File: config.mk
export PLATFORM = sky130hd
export DESIGN_NAME = secp_core
export DESIGN_NICKNAME = d
export VERILOG_FILES = /design/src/core/secp_pkg.sv /design/src/core/secp_core.sv
export SDC_FILE = /design/constraint.sdc
export NUM_CORES = 1
export LEC_CHECK = 0
export ABC_CLOCK_PERIOD_IN_PS = 2720
export BUFFER_PORTS_ARGS = -buffer_cell sky130_fd_sc_hd__buf_2
export CAP_MARGIN = 10
export CORE_ASPECT_RATIO = 1.1
export CORE_MARGIN = 8
export CORE_UTILIZATION = 60
export CTS_CLUSTER_DIAMETER = 100
export DETAILED_ROUTE_END_ITERATION = 6
export GPL_ROUTABILITY_DRIVEN = 0
export GPL_TIMING_DRIVEN = 0
export PLACE_DENSITY = 0.79
export SYNTH_ARGS = -nofsm -noshare
export SYNTH_HDL_FRONTEND = slang
export SYNTH_SLANG_ARGS = --single-unit
export TNS_END_PERCENT = 50
File: constraint.sdc
create_clock -name i_clk -period 2.72 [get_ports i_clk]
set_input_delay 0.272 -clock i_clk [delete_from_list [all_inputs] [get_ports i_clk]]
set_output_delay 0.272 -clock i_clk [all_outputs]
set_load 0.01 [all_outputs]
File: src/core/secp_pkg.sv
// shared constants and types of the serial eeprom command and protect front end
package secp_pkg;

  // ----------------------------------------------------------------
  // opcodes (bit 3 is a don't care, cleared by the mask)
  // ----------------------------------------------------------------
  localparam logic [7:0] OP_MASK = 8'hF7;
  localparam logic [7:0] OP_SET_WEL = 8'h06;
  localparam logic [7:0] OP_CLR_WEL = 8'h04;
  localparam logic [7:0] OP_RD_STAT = 8'h05;
  localparam logic [7:0] OP_WR_STAT = 8'h01;
  localparam logic [7:0] OP_RD_ARR = 8'h03;
  localparam logic [7:0] OP_WR_ARR = 8'h02;

  // ----------------------------------------------------------------
  // status register layout and reset values
  // ----------------------------------------------------------------
  localparam int ST_BUSY = 0;
  localparam int ST_WEL = 1;
  localparam int ST_GUARD_LO = 2;
  localparam int ST_GUARD_HI = 3;
  localparam int ST_PPE = 7;
  localparam logic [7:0] ST_BUSY_VALUE = 8'hFF;
  localparam logic [1:0] RST_GUARD = 2'h0;
  localparam logic RST_PPE = 1'b0;
  localparam logic RST_WEL = 1'b0;

  // ----------------------------------------------------------------
  // timing
  // ----------------------------------------------------------------
  localparam int CLK_PERIOD_NS = 50;
  localparam int WC_TIME_NS = 5_000_000;
  localparam int WC_CYCLES = WC_TIME_NS / CLK_PERIOD_NS;

  // ----------------------------------------------------------------
  // types
  // ----------------------------------------------------------------
  typedef enum logic [2:0] {
    SECP_IDLE = 3'h0,
    SECP_OPC = 3'h1,
    SECP_ADR_HI = 3'h3,
    SECP_ADR_LO = 3'h2,
    SECP_WDAT = 3'h6,
    SECP_RDAT = 3'h7,
    SECP_STAT = 3'h5,
    SECP_DEAD = 3'h4
  } secp_state_t;

  typedef struct packed {
    logic cs_s1;
    logic cs_s2;
    logic cs_d;
    logic sck_s1;
    logic sck_s2;
    logic sck_d;
    logic si_s1;
    logic si_s2;
    logic hold_s1;
    logic hold_s2;
    logic wp_s1;
    logic wp_s2;
    logic wp_d;
    logic paused;
    secp_state_t st;
    logic [2:0] bitcnt;
    logic [6:0] in_sr;
    logic [7:0] opcode;
    logic [15:0] addr;
    logic [7:0] wdata;
    logic have_data;
    logic sr_abort;
    logic [7:0] out_sr;
    logic [2:0] outcnt;
    logic out_live;
    logic so;
    logic so_oe_n;
    logic wel;
    logic ppe;
    logic [1:0] guard;
    logic busy;
    logic [23:0] wc_cnt;
    logic sr_pend;
    logic [2:0] new_sr;
    logic arr_we;
    logic [15:0] arr_addr;
    logic [7:0] arr_wdata;
  } secp_regs_t;

  localparam secp_regs_t SECP_RST = '{cs_s1: 1'b1, cs_s2: 1'b1, cs_d: 1'b1,
    hold_s1: 1'b1, hold_s2: 1'b1, wp_s1: 1'b1, wp_s2: 1'b1, wp_d: 1'b1,
    so_oe_n: 1'b1, st: SECP_IDLE, wel: RST_WEL, ppe: RST_PPE, guard: RST_GUARD,
    default: '0};

endpackage

File: src/core/secp_core.sv
// serial eeprom command decoder, write latch, status register and write protection
`timescale 1ns/1ps
module secp_core
  import secp_pkg::*;
#(
  parameter int ARR_ADDR_W = 15,
  parameter int unsigned WC_COUNT = WC_CYCLES
) (
  input wire logic i_clk,
  input wire logic i_arst_n,
  input wire logic i_ce,
  input wire logic i_cs_n,
  input wire logic i_sck,
  input wire logic i_si,
  input wire logic i_hold_n,
  input wire logic i_wp_n,
  input wire logic [7:0] i_arr_rdata,
  output logic o_so,
  output logic o_so_oe_n,
  output logic o_busy,
  output logic o_arr_we,
  output logic [ARR_ADDR_W-1:0] o_arr_addr,
  output logic [7:0] o_arr_wdata
);

  // ----------------------------------------------------------------
  // helpers
  // ----------------------------------------------------------------
  function automatic logic op_is(input logic [7:0] byte_in, input logic [7:0] op);
    op_is = ((byte_in & OP_MASK) == op);
  endfunction

  // address falls inside a read-only segment for the given guard level
  function automatic logic guarded(input logic [15:0] a, input logic [1:0] g);
    logic [1:0] top;
    // top two bits of the configured width pick the quarter
    top = a[ARR_ADDR_W-1 -: 2];
    case (g)
      2'h1: guarded = (top == 2'h3);
      2'h2: guarded = top[1];
      2'h3: guarded = 1'b1;
      default: guarded = 1'b0;
    endcase
  endfunction

  // status byte as the host reads it
  function automatic logic [7:0] status_of(input logic bsy, input logic wl, input logic [1:0] g,
    input logic pe);
    logic [7:0] s;
    s = '0;
    if (bsy) begin
      s = ST_BUSY_VALUE;
    end else begin
      s[ST_WEL] = wl;
      s[ST_GUARD_LO] = g[0];
      s[ST_GUARD_HI] = g[1];
      s[ST_PPE] = pe;
    end
    status_of = s;
  endfunction

  // states that take or give serial bits
  function automatic logic shifts_in(input secp_state_t s);
    shifts_in = (s == SECP_OPC) || (s == SECP_ADR_HI) || (s == SECP_ADR_LO) || (s == SECP_WDAT);
  endfunction

  function automatic logic shifts_out(input secp_state_t s);
    shifts_out = (s == SECP_STAT) || (s == SECP_RDAT);
  endfunction

  // end point held at the counter's own width
  localparam logic [23:0] WC_LAST = 24'(WC_COUNT - 1);

  secp_regs_t q;
  secp_regs_t next_q;

  // ----------------------------------------------------------------
  // next state
  // ----------------------------------------------------------------
  always_comb begin
    logic sck_rise;
    logic sck_fall;
    logic cs_fall;
    logic cs_rise;
    logic hw_prot;
    logic [7:0] byte_in;
    logic [7:0] status;
    logic [7:0] src;
    logic frame_ok;
    logic sr_ok;
    logic arr_ok;
    sck_rise = 1'b0;
    sck_fall = 1'b0;
    cs_fall = 1'b0;
    cs_rise = 1'b0;
    hw_prot = 1'b0;
    byte_in = '0;
    status = '0;
    src = '0;
    frame_ok = 1'b0;
    sr_ok = 1'b0;
    arr_ok = 1'b0;
    next_q = q;

    // pins pass two flops; only the second stage feeds logic
    // third flop only finds edges, so stage one is never read by logic
    next_q.cs_s1 = i_cs_n;
    next_q.cs_s2 = q.cs_s1;
    next_q.cs_d = q.cs_s2;
    next_q.sck_s1 = i_sck;
    next_q.sck_s2 = q.sck_s1;
    next_q.sck_d = q.sck_s2;
    next_q.si_s1 = i_si;
    next_q.si_s2 = q.si_s1;
    next_q.hold_s1 = i_hold_n;
    next_q.hold_s2 = q.hold_s1;
    next_q.wp_s1 = i_wp_n;
    next_q.wp_s2 = q.wp_s1;
    next_q.wp_d = q.wp_s2;
    next_q.arr_we = 1'b0;

    // ----------------------------------------------------------------
    // edge detection
    // ----------------------------------------------------------------
    sck_rise = q.sck_s2 & ~q.sck_d;
    sck_fall = ~q.sck_s2 & q.sck_d;
    cs_fall = ~q.cs_s2 & q.cs_d;
    cs_rise = q.cs_s2 & ~q.cs_d;
    // pin is blocked while the enable bit is 0
    hw_prot = q.ppe & ~q.wp_s2;
    byte_in = {q.in_sr, q.si_s2};

    // ----------------------------------------------------------------
    // commit checks at the end of a write frame
    // ----------------------------------------------------------------
    // a partial byte or a cleared latch leaves everything untouched
    frame_ok = cs_rise && !q.busy && q.have_data && (q.bitcnt == 3'h0) && q.wel;
    sr_ok = frame_ok && op_is(q.opcode, OP_WR_STAT) && !hw_prot && !q.sr_abort;
    arr_ok = frame_ok && op_is(q.opcode, OP_WR_ARR) && !guarded(q.addr, q.guard);

    // ----------------------------------------------------------------
    // status byte
    // ----------------------------------------------------------------
    status = status_of(q.busy, q.wel, q.guard, q.ppe);

    // ----------------------------------------------------------------
    // internal write cycle
    // ----------------------------------------------------------------
    if (q.busy) begin
      if (q.wc_cnt == WC_LAST) begin
        next_q.busy = 1'b0;
        next_q.wc_cnt = '0;
        next_q.wel = 1'b0;
        if (q.sr_pend) begin
          next_q.ppe = q.new_sr[2];
          next_q.guard = q.new_sr[1:0];
          next_q.sr_pend = 1'b0;
        end
      end else begin
        next_q.wc_cnt = q.wc_cnt + 24'h00_0001;
      end
    end

    // ----------------------------------------------------------------
    // hold: level taken only while the serial clock is low
    // ----------------------------------------------------------------
    if (q.cs_s2) begin
      next_q.paused = 1'b0;
    end else if (!q.sck_s2) begin
      next_q.paused = ~q.hold_s2;
    end

    // ----------------------------------------------------------------
    // write protect pin
    // ----------------------------------------------------------------
    // a protect pin fall during a status write frame kills the write while the enable bit is set
    if (!q.cs_s2 && q.wp_d && !q.wp_s2 && q.ppe && op_is(q.opcode, OP_WR_STAT)) begin
      next_q.sr_abort = 1'b1;
    end

    // ----------------------------------------------------------------
    // framing
    // ----------------------------------------------------------------
    if (q.cs_s2) begin
      next_q.st = SECP_IDLE;
      next_q.out_live = 1'b0;
      if (sr_ok) begin
        next_q.busy = 1'b1;
        next_q.wc_cnt = '0;
        next_q.sr_pend = 1'b1;
        next_q.new_sr = {q.wdata[ST_PPE], q.wdata[ST_GUARD_HI], q.wdata[ST_GUARD_LO]};
      end else if (arr_ok) begin
        next_q.busy = 1'b1;
        next_q.wc_cnt = '0;
        next_q.arr_we = 1'b1;
        next_q.arr_addr = q.addr;
        next_q.arr_wdata = q.wdata;
      end
    end else if (cs_fall) begin
      // a new frame forgets any dead state
      next_q.st = SECP_OPC;
      next_q.bitcnt = '0;
      next_q.have_data = 1'b0;
      next_q.sr_abort = 1'b0;
      next_q.outcnt = '0;
      next_q.out_live = 1'b0;
      next_q.opcode = '0;
    end else if (!q.paused && sck_rise) begin
      // ----------------------------------------------------------------
      // serial input
      // ----------------------------------------------------------------
      if (shifts_in(q.st)) begin
        next_q.in_sr = byte_in[6:0];
        next_q.bitcnt = q.bitcnt + 3'h1;
        if (q.bitcnt == 3'h7) begin
          case (q.st)
            SECP_OPC: begin
              next_q.opcode = byte_in;
              // busy lets only status reads through
              if (q.busy && !op_is(byte_in, OP_RD_STAT)) begin
                next_q.st = SECP_DEAD;
              end else if (op_is(byte_in, OP_SET_WEL)) begin
                next_q.wel = 1'b1;
                next_q.st = SECP_DEAD;
              end else if (op_is(byte_in, OP_CLR_WEL)) begin
                next_q.wel = 1'b0;
                next_q.st = SECP_DEAD;
              end else if (op_is(byte_in, OP_RD_STAT)) begin
                next_q.st = SECP_STAT;
              end else if (op_is(byte_in, OP_WR_STAT)) begin
                next_q.st = q.wel ? SECP_WDAT : SECP_DEAD;
              end else if (op_is(byte_in, OP_RD_ARR)) begin
                next_q.st = SECP_ADR_HI;
              end else if (op_is(byte_in, OP_WR_ARR)) begin
                next_q.st = q.wel ? SECP_ADR_HI : SECP_DEAD;
              end else begin
                next_q.st = SECP_DEAD;
              end
            end
            SECP_ADR_HI: begin
              next_q.addr[15:8] = byte_in;
              next_q.st = SECP_ADR_LO;
            end
            SECP_ADR_LO: begin
              next_q.addr[7:0] = byte_in;
              if (op_is(q.opcode, OP_RD_ARR)) begin
                next_q.st = SECP_RDAT;
                // loaded early so data is ready by the first fall
                next_q.arr_addr = {q.addr[15:8], byte_in};
              end else begin
                next_q.st = SECP_WDAT;
              end
            end
            default: begin
              // only the first data byte of a frame is kept
              if (!q.have_data) begin
                next_q.wdata = byte_in;
              end
              next_q.have_data = 1'b1;
            end
          endcase
        end
      end
    end else if (!q.paused && sck_fall && shifts_out(q.st)) begin
      // ----------------------------------------------------------------
      // serial output
      // ----------------------------------------------------------------
      // first fall after the last input bit puts out the msb
      src = (q.st == SECP_STAT) ? status : i_arr_rdata;
      next_q.out_live = 1'b1;
      next_q.outcnt = q.outcnt + 3'h1;
      if (q.outcnt == 3'h0) begin
        next_q.so = src[7];
        next_q.out_sr = {src[6:0], 1'b0};
      end else begin
        next_q.so = q.out_sr[7];
        next_q.out_sr = {q.out_sr[6:0], 1'b0};
      end
      if (q.outcnt == 3'h7 && q.st == SECP_RDAT) begin
        // address rolls over at the top of the array
        next_q.arr_addr = q.arr_addr + 16'h0001;
      end
    end

    // ----------------------------------------------------------------
    // output enable
    // ----------------------------------------------------------------
    // released one clock after select high or a pause is seen
    next_q.so_oe_n = ~(next_q.out_live & ~next_q.paused & ~q.cs_s2 &
                       shifts_out(next_q.st));
  end

  // ----------------------------------------------------------------
  // state register
  // ----------------------------------------------------------------
  // ce low freezes the synchronisers too, so edges are seen late after it
  always_ff @(posedge i_clk or negedge i_arst_n) begin
    if (!i_arst_n) begin
      q <= SECP_RST;
    end else if (i_ce) begin
      q <= next_q;
    end
  end

  // ----------------------------------------------------------------
  // outputs
  // ----------------------------------------------------------------
  assign o_so = q.so;
  assign o_so_oe_n = q.so_oe_n;
  assign o_busy = q.busy;
  assign o_arr_we = q.arr_we;
  assign o_arr_addr = q.arr_addr[ARR_ADDR_W-1:0];
  assign o_arr_wdata = q.arr_wdata;

endmodule

After elaboration in Yosys (flattened, before gate mapping)
Cells that the tools add are included.
{ "classes": {"addsub": 4, "eq_ne": 33, "n_mux": 71, "n_bitwise": 21, "n_reduce_logical": 54} }
{ "op_table": {"columns": ["op", "count"], "rows": [
  ["$mux 16", 9],
  ["$mux 25", 4],
  ["$mux 46", 2],
  ["$mux 8", 8],
  ["$mux 30", 2],
  ["$mux 3", 13],
  ["$mux 33", 1],
  ["$eq 7x2->1 const B", 4],
  ["$mux 13", 2],
  ["$add 24x1->24 const B", 1],
  ["$eq 24x17->1 const B", 1],
  ["$mux 24", 1],
  ["$eq 3x3->1 const B", 7],
  ["$eq 7x3->1 const B", 3],
  ["$mux 1", 20],
  ["$logic_and 1x1->1", 18],
  ["$add 16x1->16 const B", 1],
  ["$reduce_and 4->1", 4],
  ["$eq 7x1->1 const B", 2],
  ["$reduce_and 7->1", 2],
  ["$not 1->1", 13],
  ["$mux 12", 1],
  ["$ne 3x2->1 const B", 4],
  ["$reduce_and 6->1", 2],
  ["25 further kinds", 58]
]} }
{ "word_totals": {"register_bits": 133, "output_inout_bits": 27, "wordCells": 221} }

Depth between registers and ports, before layout
Gate-level depths: netlist of run 1.
{ "logic_depth": {"ltp_word": 18, "depth_mapped": 10} }

Worst setup path after synthesis of run 1
Ideal clock, no wire load.
{ "synth_timing": {"kind": "register to register", "startpoint": "register q[113] (netlist name)", "endpoint": "register q[41] (netlist name)", "setup_time_ns": 0.082, "t_arrival_ns": 1.980, "setup_slack_ns": 0.658, "stages_incl_launch_ff": 9, "n_path_buf": 0, "synth_period_minus_slack_ns": 2.062, "cell_sequence": "dfrtp_1 inv_1 ha_1 nor4b_1 and4_4 o2111a_2 a2111oi_2 o31ai_1 a31oi_1"} }
{ "synth_via": {"elab_chain_len": 8, "word_cells_on_any_way": 11} }
{ "synth_rtl": {"columns": ["element", "line", "rtl"], "rows": [
  ["start, declared", "secp_core.sv:74", "secp_regs_t q;"],
  ["start signal, assigned", "secp_core.sv:301", "q <= next_q;"],
  ["$logic_not 3->1 (*)", "secp_core.sv:137", "frame_ok = cs_rise && !q.busy && q.have_data && (q.bitcnt == 3'h0) && q.wel;"],
  ["$logic_and 1x1->1 (*) (2 in a row)", "secp_core.sv:137", null],
  ["$logic_and 1x1->1, on equally long branches (2 in a row)", "secp_core.sv:139, secp_core.sv:138", null],
  ["$mux 25 / $logic_and 1x1->1 (equally long branches)", "secp_core.sv:192, secp_core.sv:138", null],
  ["$mux 25 (*)", "secp_core.sv:187", "if (sr_ok) begin"],
  ["$mux 30 (*)", "secp_core.sv:184", "if (q.cs_s2) begin"]
]} }
Every way passes the cells marked *; elsewhere a longest branch is shown, timed or not.
A chain may end at the register's enable or synchronous reset.

Worst setup path after layout of run 1
{ "layout_timing": {"startpoint": "register q (netlist bit next_q[130])", "endpoint": "register q[69] (netlist name)"} }
{ "layout_via": {"elab_chain_len": 4} }
{ "layout_rtl": {"columns": ["element", "line", "rtl"], "rows": [
  ["$not 1->1 (no source line) (*)", null, null],
  ["$and 1x1->1", "secp_core.sv:127", "cs_fall = ~q.cs_s2 & q.cs_d;"],
  ["$not 1->1 (no source line)", null, null],
  ["$reduce_and 5->1 (no source line) (*)", null, null]
]} }
Marked as above.

==> flow_summary_export.csv, run 1 <==
group,metric,value,unit
outcome,status,"finished, final reports clean",
floorplanning,pin_count,43,
global_routing,grt_pass1_wl,26.6,mm
floorplanning,core,10900,µm²
hold_path,hp-class,"in2reg",
place,postPlaceCellArea,7080,µm²
sta,finalWorstSetupSlack,0.253,ns
final_layout,stdcell_count,878,
floorplanning,die_height,126,µm
final_layout,nets,742,
place,dp_hpwl,11.0,mm
pwr,p_per_area,670,nW/µm²
place,dp_worst_setup_slack,0.267,ns
place,place_inst,845,
routing,vias_per_cell,6.20,
synth,synthesis.area,6660,µm²
cts,cts.sinks,129,
synth,netlist_instances,656,
sta,worst_clock_skew,0.00898,ns
critical_path,critPathLaunchType,"register",
synth,async_flop_share,100,%
cts,clock_latency,0.43,ns
floorplanning,dieArea,14700,µm²
sta,drv_slew,0,
global_routing,grt_overflow,0,
synth,synth_nets,680,
sta,slew_headroom,55.9,%
cts,cts_buffers,17,
synth,synth_edf_count,0,
critical_path,critPathKind,"reg2reg",
routing,drc,0,
sta,finalHoldViolations,0,
routing,first_pass_iters,5,
global_routing,grt_usage,23.0,%
sta,rsz0062_at_grt,"false",
synth,avgSynthCellArea,10.1,µm²
sta,worst_pin_slew,0.662,ns
cts,cts_tree,"built",
sta,setup_viol,0,
routing,drt_iter0_markers,427,
sta,min_period_over_period,90.7,%
floorplanning,initial_core_util,61.3,%
pwr,power.leakage,3.54,nW
global_routing,antenna_found_initial,0,
cts,root_buffer,"clkbuf_16",
place,port_buffers,41,
routing,wl_per_cell,18.4,µm
run,maxCapViolCount,0,
sta,fmax,405,MHz
floorplanning,die_x,116,µm
final_layout,syn_to_final_growth,15.3,%
routing,wl,16.1,mm
final_layout,n_antenna_cell,0,
synth,synthDistinctLibCells,76,
pwr,peakVddDrop,434,µV
global_routing,grt_max_degree,85,
floorplanning,rows,40,
final_layout,fin_area,7680,µm²
cts,clk_pin_slew,0.06,ns
cts,htree_levels,4,
routing,route.vias.total,5443,
critical_path,crit_path_max_fanout,10,
final_layout,drive_gt1_share,26.5,%
final_layout,layout_common_cells,"120 x dfrtp_1, 59 x nand2_1, 54 x mux2_2",
synth,yosys_warnings,0,
synth,synth.yosys.seq_area_share,48.7,%
routing,ant_nets,0,
sta,min_period,2.47,ns
cts,cts_buffer_depth,2,
critical_path,critPathArrivalTime,2.75,ns
global_routing,first_global_vias,5438,
synth,ys_seq_elements,129,
final_layout,final_common_cell,"dfrtp_1",
synth,synth_top_flop_cell,"dfrtp_1",
critical_path,cp_data_required_time,3.01,ns
critical_path,worstSetupEndpointType,"register",
-- path summary, 6_finish.rpt --
check | startpoint | end | slack (ns) | cells past startpoint
worst min register to register | o_so | o_so | 0.47 | 2
min in group asynchronous | i_arst_n | q[51] | 0.34 | 2
worst max-delay path | next_q[130] | q[69] | 0.25 | 7
worst min-delay path | i_wp_n | next_q[121] | 0.08 | 2
worst max register to register | next_q[130] | q[69] | 0.25 | 7
max in group asynchronous | i_arst_n | q[120] | 1.60 | 3
-- cells by family (layout without fill, tap and decap cells) --
| group | after synthesis | in the layout | synth area share (%) |
|---|---|---|---|
| compound gates | 145 | 145 | 13.0 |
| xor+xnor | 20 | 20 | 2.63 |
| fa+ha+maj | 9 | 9 | 1.65 |
| buf+inv | 73 | 148 | 6.26 |
| flops | 129 | 129 | 48.7 |
| mux | 57 | 57 | 9.70 |
| simple gates | 223 | 223 | 18.1 |
-- flip-flops by register name (all words and copies together), names as in the netlist --
name,flops
next_q,8
o_arr_we,1
o_arr_wdata,8
o_so_oe_n,1
o_so,1
o_arr_addr,15
q,94
o_busy,1
-- critical path: stages (launching register included) --
cell	delay, ns
dfstp_2	0.52
clkbuf_2	0.17
clkinv_1	0.33
nand2_1	0.40
nor2_1	0.14
nand3_1	0.25
clkbuf_1	0.36
o21ai_0	0.15
-- synth_stat cells, drive strengths merged (3+ instances only) --
cell,number,area [µm²]
a211oi,3,22.5
a21oi,43,215
a22oi,6,45.0
a31oi,9,56.3
and2,4,26.3
and3,7,43.8
and4,8,75.1
buf,35,273
clkbuf,18,68.8
dfrtp,120,3000
dfstp,9,236
ha,8,100
inv,19,71.3
mux2,57,646
nand2,61,234
nand3,25,155
nand4,8,50.1
nor2,54,210
nor2b,4,25.0
nor3,20,111
nor3b,5,58.8
nor4,8,56.3
nor4b,3,26.3
o21ai,52,260
o22ai,6,37.5
o2bb2ai,3,26.3
o31ai,4,30.0
or2,3,21.3
or3,3,20.0
xnor2,12,105
xor2,8,70.1
-- report_power, final --
group / total (mW) / internal [mW] / switching [mW] / leakage (nW)
registers: 2.17 / 2.04 / 0.127 / 1.73
clock network: 2.21 / 1.28 / 0.927 / 0.271
logic: 0.764 / 0.297 / 0.467 / 1.55
total: 5.14 / 3.62 / 1.52 / 3.54
-- routing by layer --
metal | part of all wire, % | GRT usage [%]
met2 | 49 | 37.2
met5 | 0 | 0
met3 | 7.4 | 6.07
met1 | 40 | 27.9
met4 | 3.6 | 10.5
-- timing repair --
action                                  in CTS  in global routing
resized for setup                            0                  1
endpoints found under the setup margin       0                  1
endpoints found under the hold margin       44                  0
hold buffers                                 1                  0
setup buffers                                0                  0
-- layout make-up --
cell class	count	area, µm²
well taps	147	184
plain buffers	53	342
clock inverters	15	149
inverters	20	75.1
fillers	831	3180
multi-input cells	454	3010
flip-flops and latches	129	3240
repair buffers	43	249
clock buffers	17	425
-- metrics by stage --
stage                     hold slack (ns)  total power [mW]  TNS, ns  util (%)
after detailed placement            0.226              2.95        0      65.2
after global placement              0.450              2.90   -26.58      64.9
after floorplan                   -0.0236              2.68        0         -
after CTS                          0.0712              5.16        0      70.6
final                              0.0810              5.14        0      70.7
after global routing               0.0740              5.34        0      70.7
Note: power is estimated with default switching activity, not from simulation.
==> inputs of run 2 (changes only) <==
CELL_PAD_IN_SITES_DETAIL_PLACEMENT = 1   (was default)
CELL_PAD_IN_SITES_GLOBAL_PLACEMENT = 1   (was default)
CORE_UTILIZATION = 48   (was 60)
PLACE_DENSITY = 0.8   (was 0.79)
TNS_END_PERCENT = 10   (was 50)
==> run 2 against run 1 <==
Effect of this change:
- sequential cell count did not move
- design area rose by 0.88%
- die area rose by 22%
- sequential power barely moved
- critical endpoint is now o_arr_addr[14]
- clock power rose by 2%
- setup slack got worse by 0.031 ns
- largest cell class unchanged
- global-route usage fell by 0.94 points
- largest power group unchanged
==> flow_summary_export.csv, run 2 (synthesized netlist as in run 1, its figures left out) <==
group,metric,value,unit
cts,clock_latency,0.43,ns
critical_path,worstSetupEndpointType,"register",
final_layout,top_register,"q",
hold_path,hp-class,"in2reg",
cts,cts_buffers,17,
final_layout,stdcell_count,919,
routing,route.vias.total,5347,
place,dp_worst_setup_slack,0.167,ns
final_layout,nets,742,
sta,rsz0062_at_grt,"false",
cts,root_buffer,"clkbuf_16",
global_routing,grt_overflow,0,
critical_path,critPathLaunchType,"register",
cts,clk_pin_slew,0.06,ns
sta,min_period,2.50,ns
place,postPlaceCellArea,7130,µm²
global_routing,grt_usage,22.0,%
critical_path,cp_slowest_cell,"dfstp_2",
cts,cts_tree,"built",
floorplanning,initial_core_util,48.7,%
pwr,peakVddDrop,445,µV
final_layout,multi_input_area,3020,µm²
sta,worst_pin_slew,0.650,ns
sta,finalHoldViolations,0,
sta,slew_headroom,56.6,%
place,port_buffers,41,
critical_path,crit_path_max_fanout,10,
critical_path,crit_chain,"clkbuf_2, clkinv_1, a21oi_1, o211ai_1, clkbuf_1, o21ai_0, o21ai_1",
outcome,status,"finished, final reports clean",
cts,cts_buffer_depth,2,
floorplanning,rows,45,
final_layout,final_common_cell,"dfrtp_1",
critical_path,cp.buffers_inverters,3,
floorplanning,dieArea,17900,µm²
sta,finalWorstSetupSlack,0.222,ns
critical_path,cp_data_required_time,3.03,ns
routing,drc,0,
final_layout,drive_gt1_share,26.7,%
global_routing,grt_max_degree,72,
final_layout,n_antenna_cell,0,
pwr,power.total,5.22,mW
place,dp_hpwl,13.0,mm
final_layout,layout_common_cells,"120 x dfrtp_1, 58 x nand2_1, 54 x mux2_2",
sta,drv_slew,0,
final_layout,fin_area,7740,µm²
final_layout,largest_reg_flops,94,
critical_path,critPathKind,"reg2reg",
global_routing,first_global_vias,5763,
global_routing,grt_pass1_wl,30.8,mm
place,place_inst,886,
pwr,power.leakage,3.55,nW
critical_path,crit_family,"compound AO/OA/AOI/OAI gates",
critical_path,reg2reg_setup_slack,0.22,ns
final_layout,fill_cells,1516,
routing,wl_per_cell,20.2,µm
cts,cts.sinks,129,
floorplanning,pin_count,43,
routing,vias_per_cell,5.82,
floorplanning,die_x,128,µm
run,maxCapViolCount,0,
sta,fmax,400,MHz
final_layout,regArea,3240,µm²
routing,ant_nets,0,
final_layout,syn_to_final_growth,16.3,%
routing,wl,18.6,mm
cts,htree_levels,4,
sta,setup_viol,0,
routing,drt_iter0_markers,228,
floorplanning,core,13700,µm²
routing,first_pass_iters,4,
floorplanning,die_height,140,µm
critical_path,slowest_delay,0.51,ns
global_routing,antenna_found_initial,0,
sta,fin_hold_ws,0.0788,ns
sta,worst_clock_skew,0.00836,ns
critical_path,critPathArrivalTime,2.81,ns
pwr,p_per_area,675,nW/µm²
sta,min_period_over_period,91.8,%
==> run 2: cell types whose count changed in the layout (fill, tap and decap cells not counted) <==
cell      before  now
nand2_1       59   58
clkbuf_8       0    3
clkinv_2       1    0
nand2_2        2    3
inv_8          2    0
==> run 2: worst register-to-register path: stages (launching register included) <==
cell and delay, ns:
dfstp_2 0.51, clkbuf_2 0.19, clkinv_1 0.34, a21oi_1 0.46
o211ai_1 0.21, clkbuf_1 0.31, o21ai_0 0.26, o21ai_1 0.09
==> run 2: where the power goes <==
| part | total [mW] | switching [mW] | internal [mW] |
|---|---|---|---|
| combinational | 0.799 | 0.498 | 0.301 |
| sequential | 2.16 | 0.120 | 2.04 |
| clock | 2.26 | 0.917 | 1.34 |
| total | 5.22 | 1.54 | 3.69 |
==> run 2: area by class of cell <==
type / count / share of cell area, %
multi-input cells: 454 / 38.9
inverters: 20 / 0.969
clock inverters: 12 / 1.57
well taps: 188 / 3.04
plain buffers: 53 / 4.41
repair buffers: 43 / 3.22
clock buffers: 20 / 6.03
flip-flops and latches: 129 / 41.8
==> run 2: repair_timing <==
| action | CTS | global route |
|---|---|---|
| resized for setup | 0 | 2 |
| hold endpoints to repair | 54 | 0 |
| endpoints found under the setup margin | 0 | 6 |
| hold buffers | 1 | 0 |
| setup buffers | 0 | 0 |
==> run 2: final timing paths <==
kind / cells past startpoint / to / start
max: 7 / o_arr_addr[14] / next_q[130]
min reg2reg: 2 / o_so / o_so
max reg2reg: 7 / o_arr_addr[14] / next_q[130]
min: 2 / next_q[123] / i_hold_n
min in group asynchronous: 2 / q[51] / i_arst_n
max in group asynchronous: 3 / next_q[120] / i_arst_n
==> run 2: per-stage QoR <==
step,TNS (ns),utilization [%]
after floorplan,0,-
after global placement,-35.60,51.9
after detailed placement,0,52.1
after CTS,0,56.5
after global routing,0,56.6
final,0,56.6
==> run 2: metal layers <==
layer | track usage, % | vias up | share of wire [%]
met3 | 5.43 | 30 | 4.4
li1 | - | 2459 | -
met2 | 36.4 | 126 | 51
met4 | 10.0 | 0 | 2.5
met5 | 0 | - | 0
met1 | 26.5 | 2732 | 42
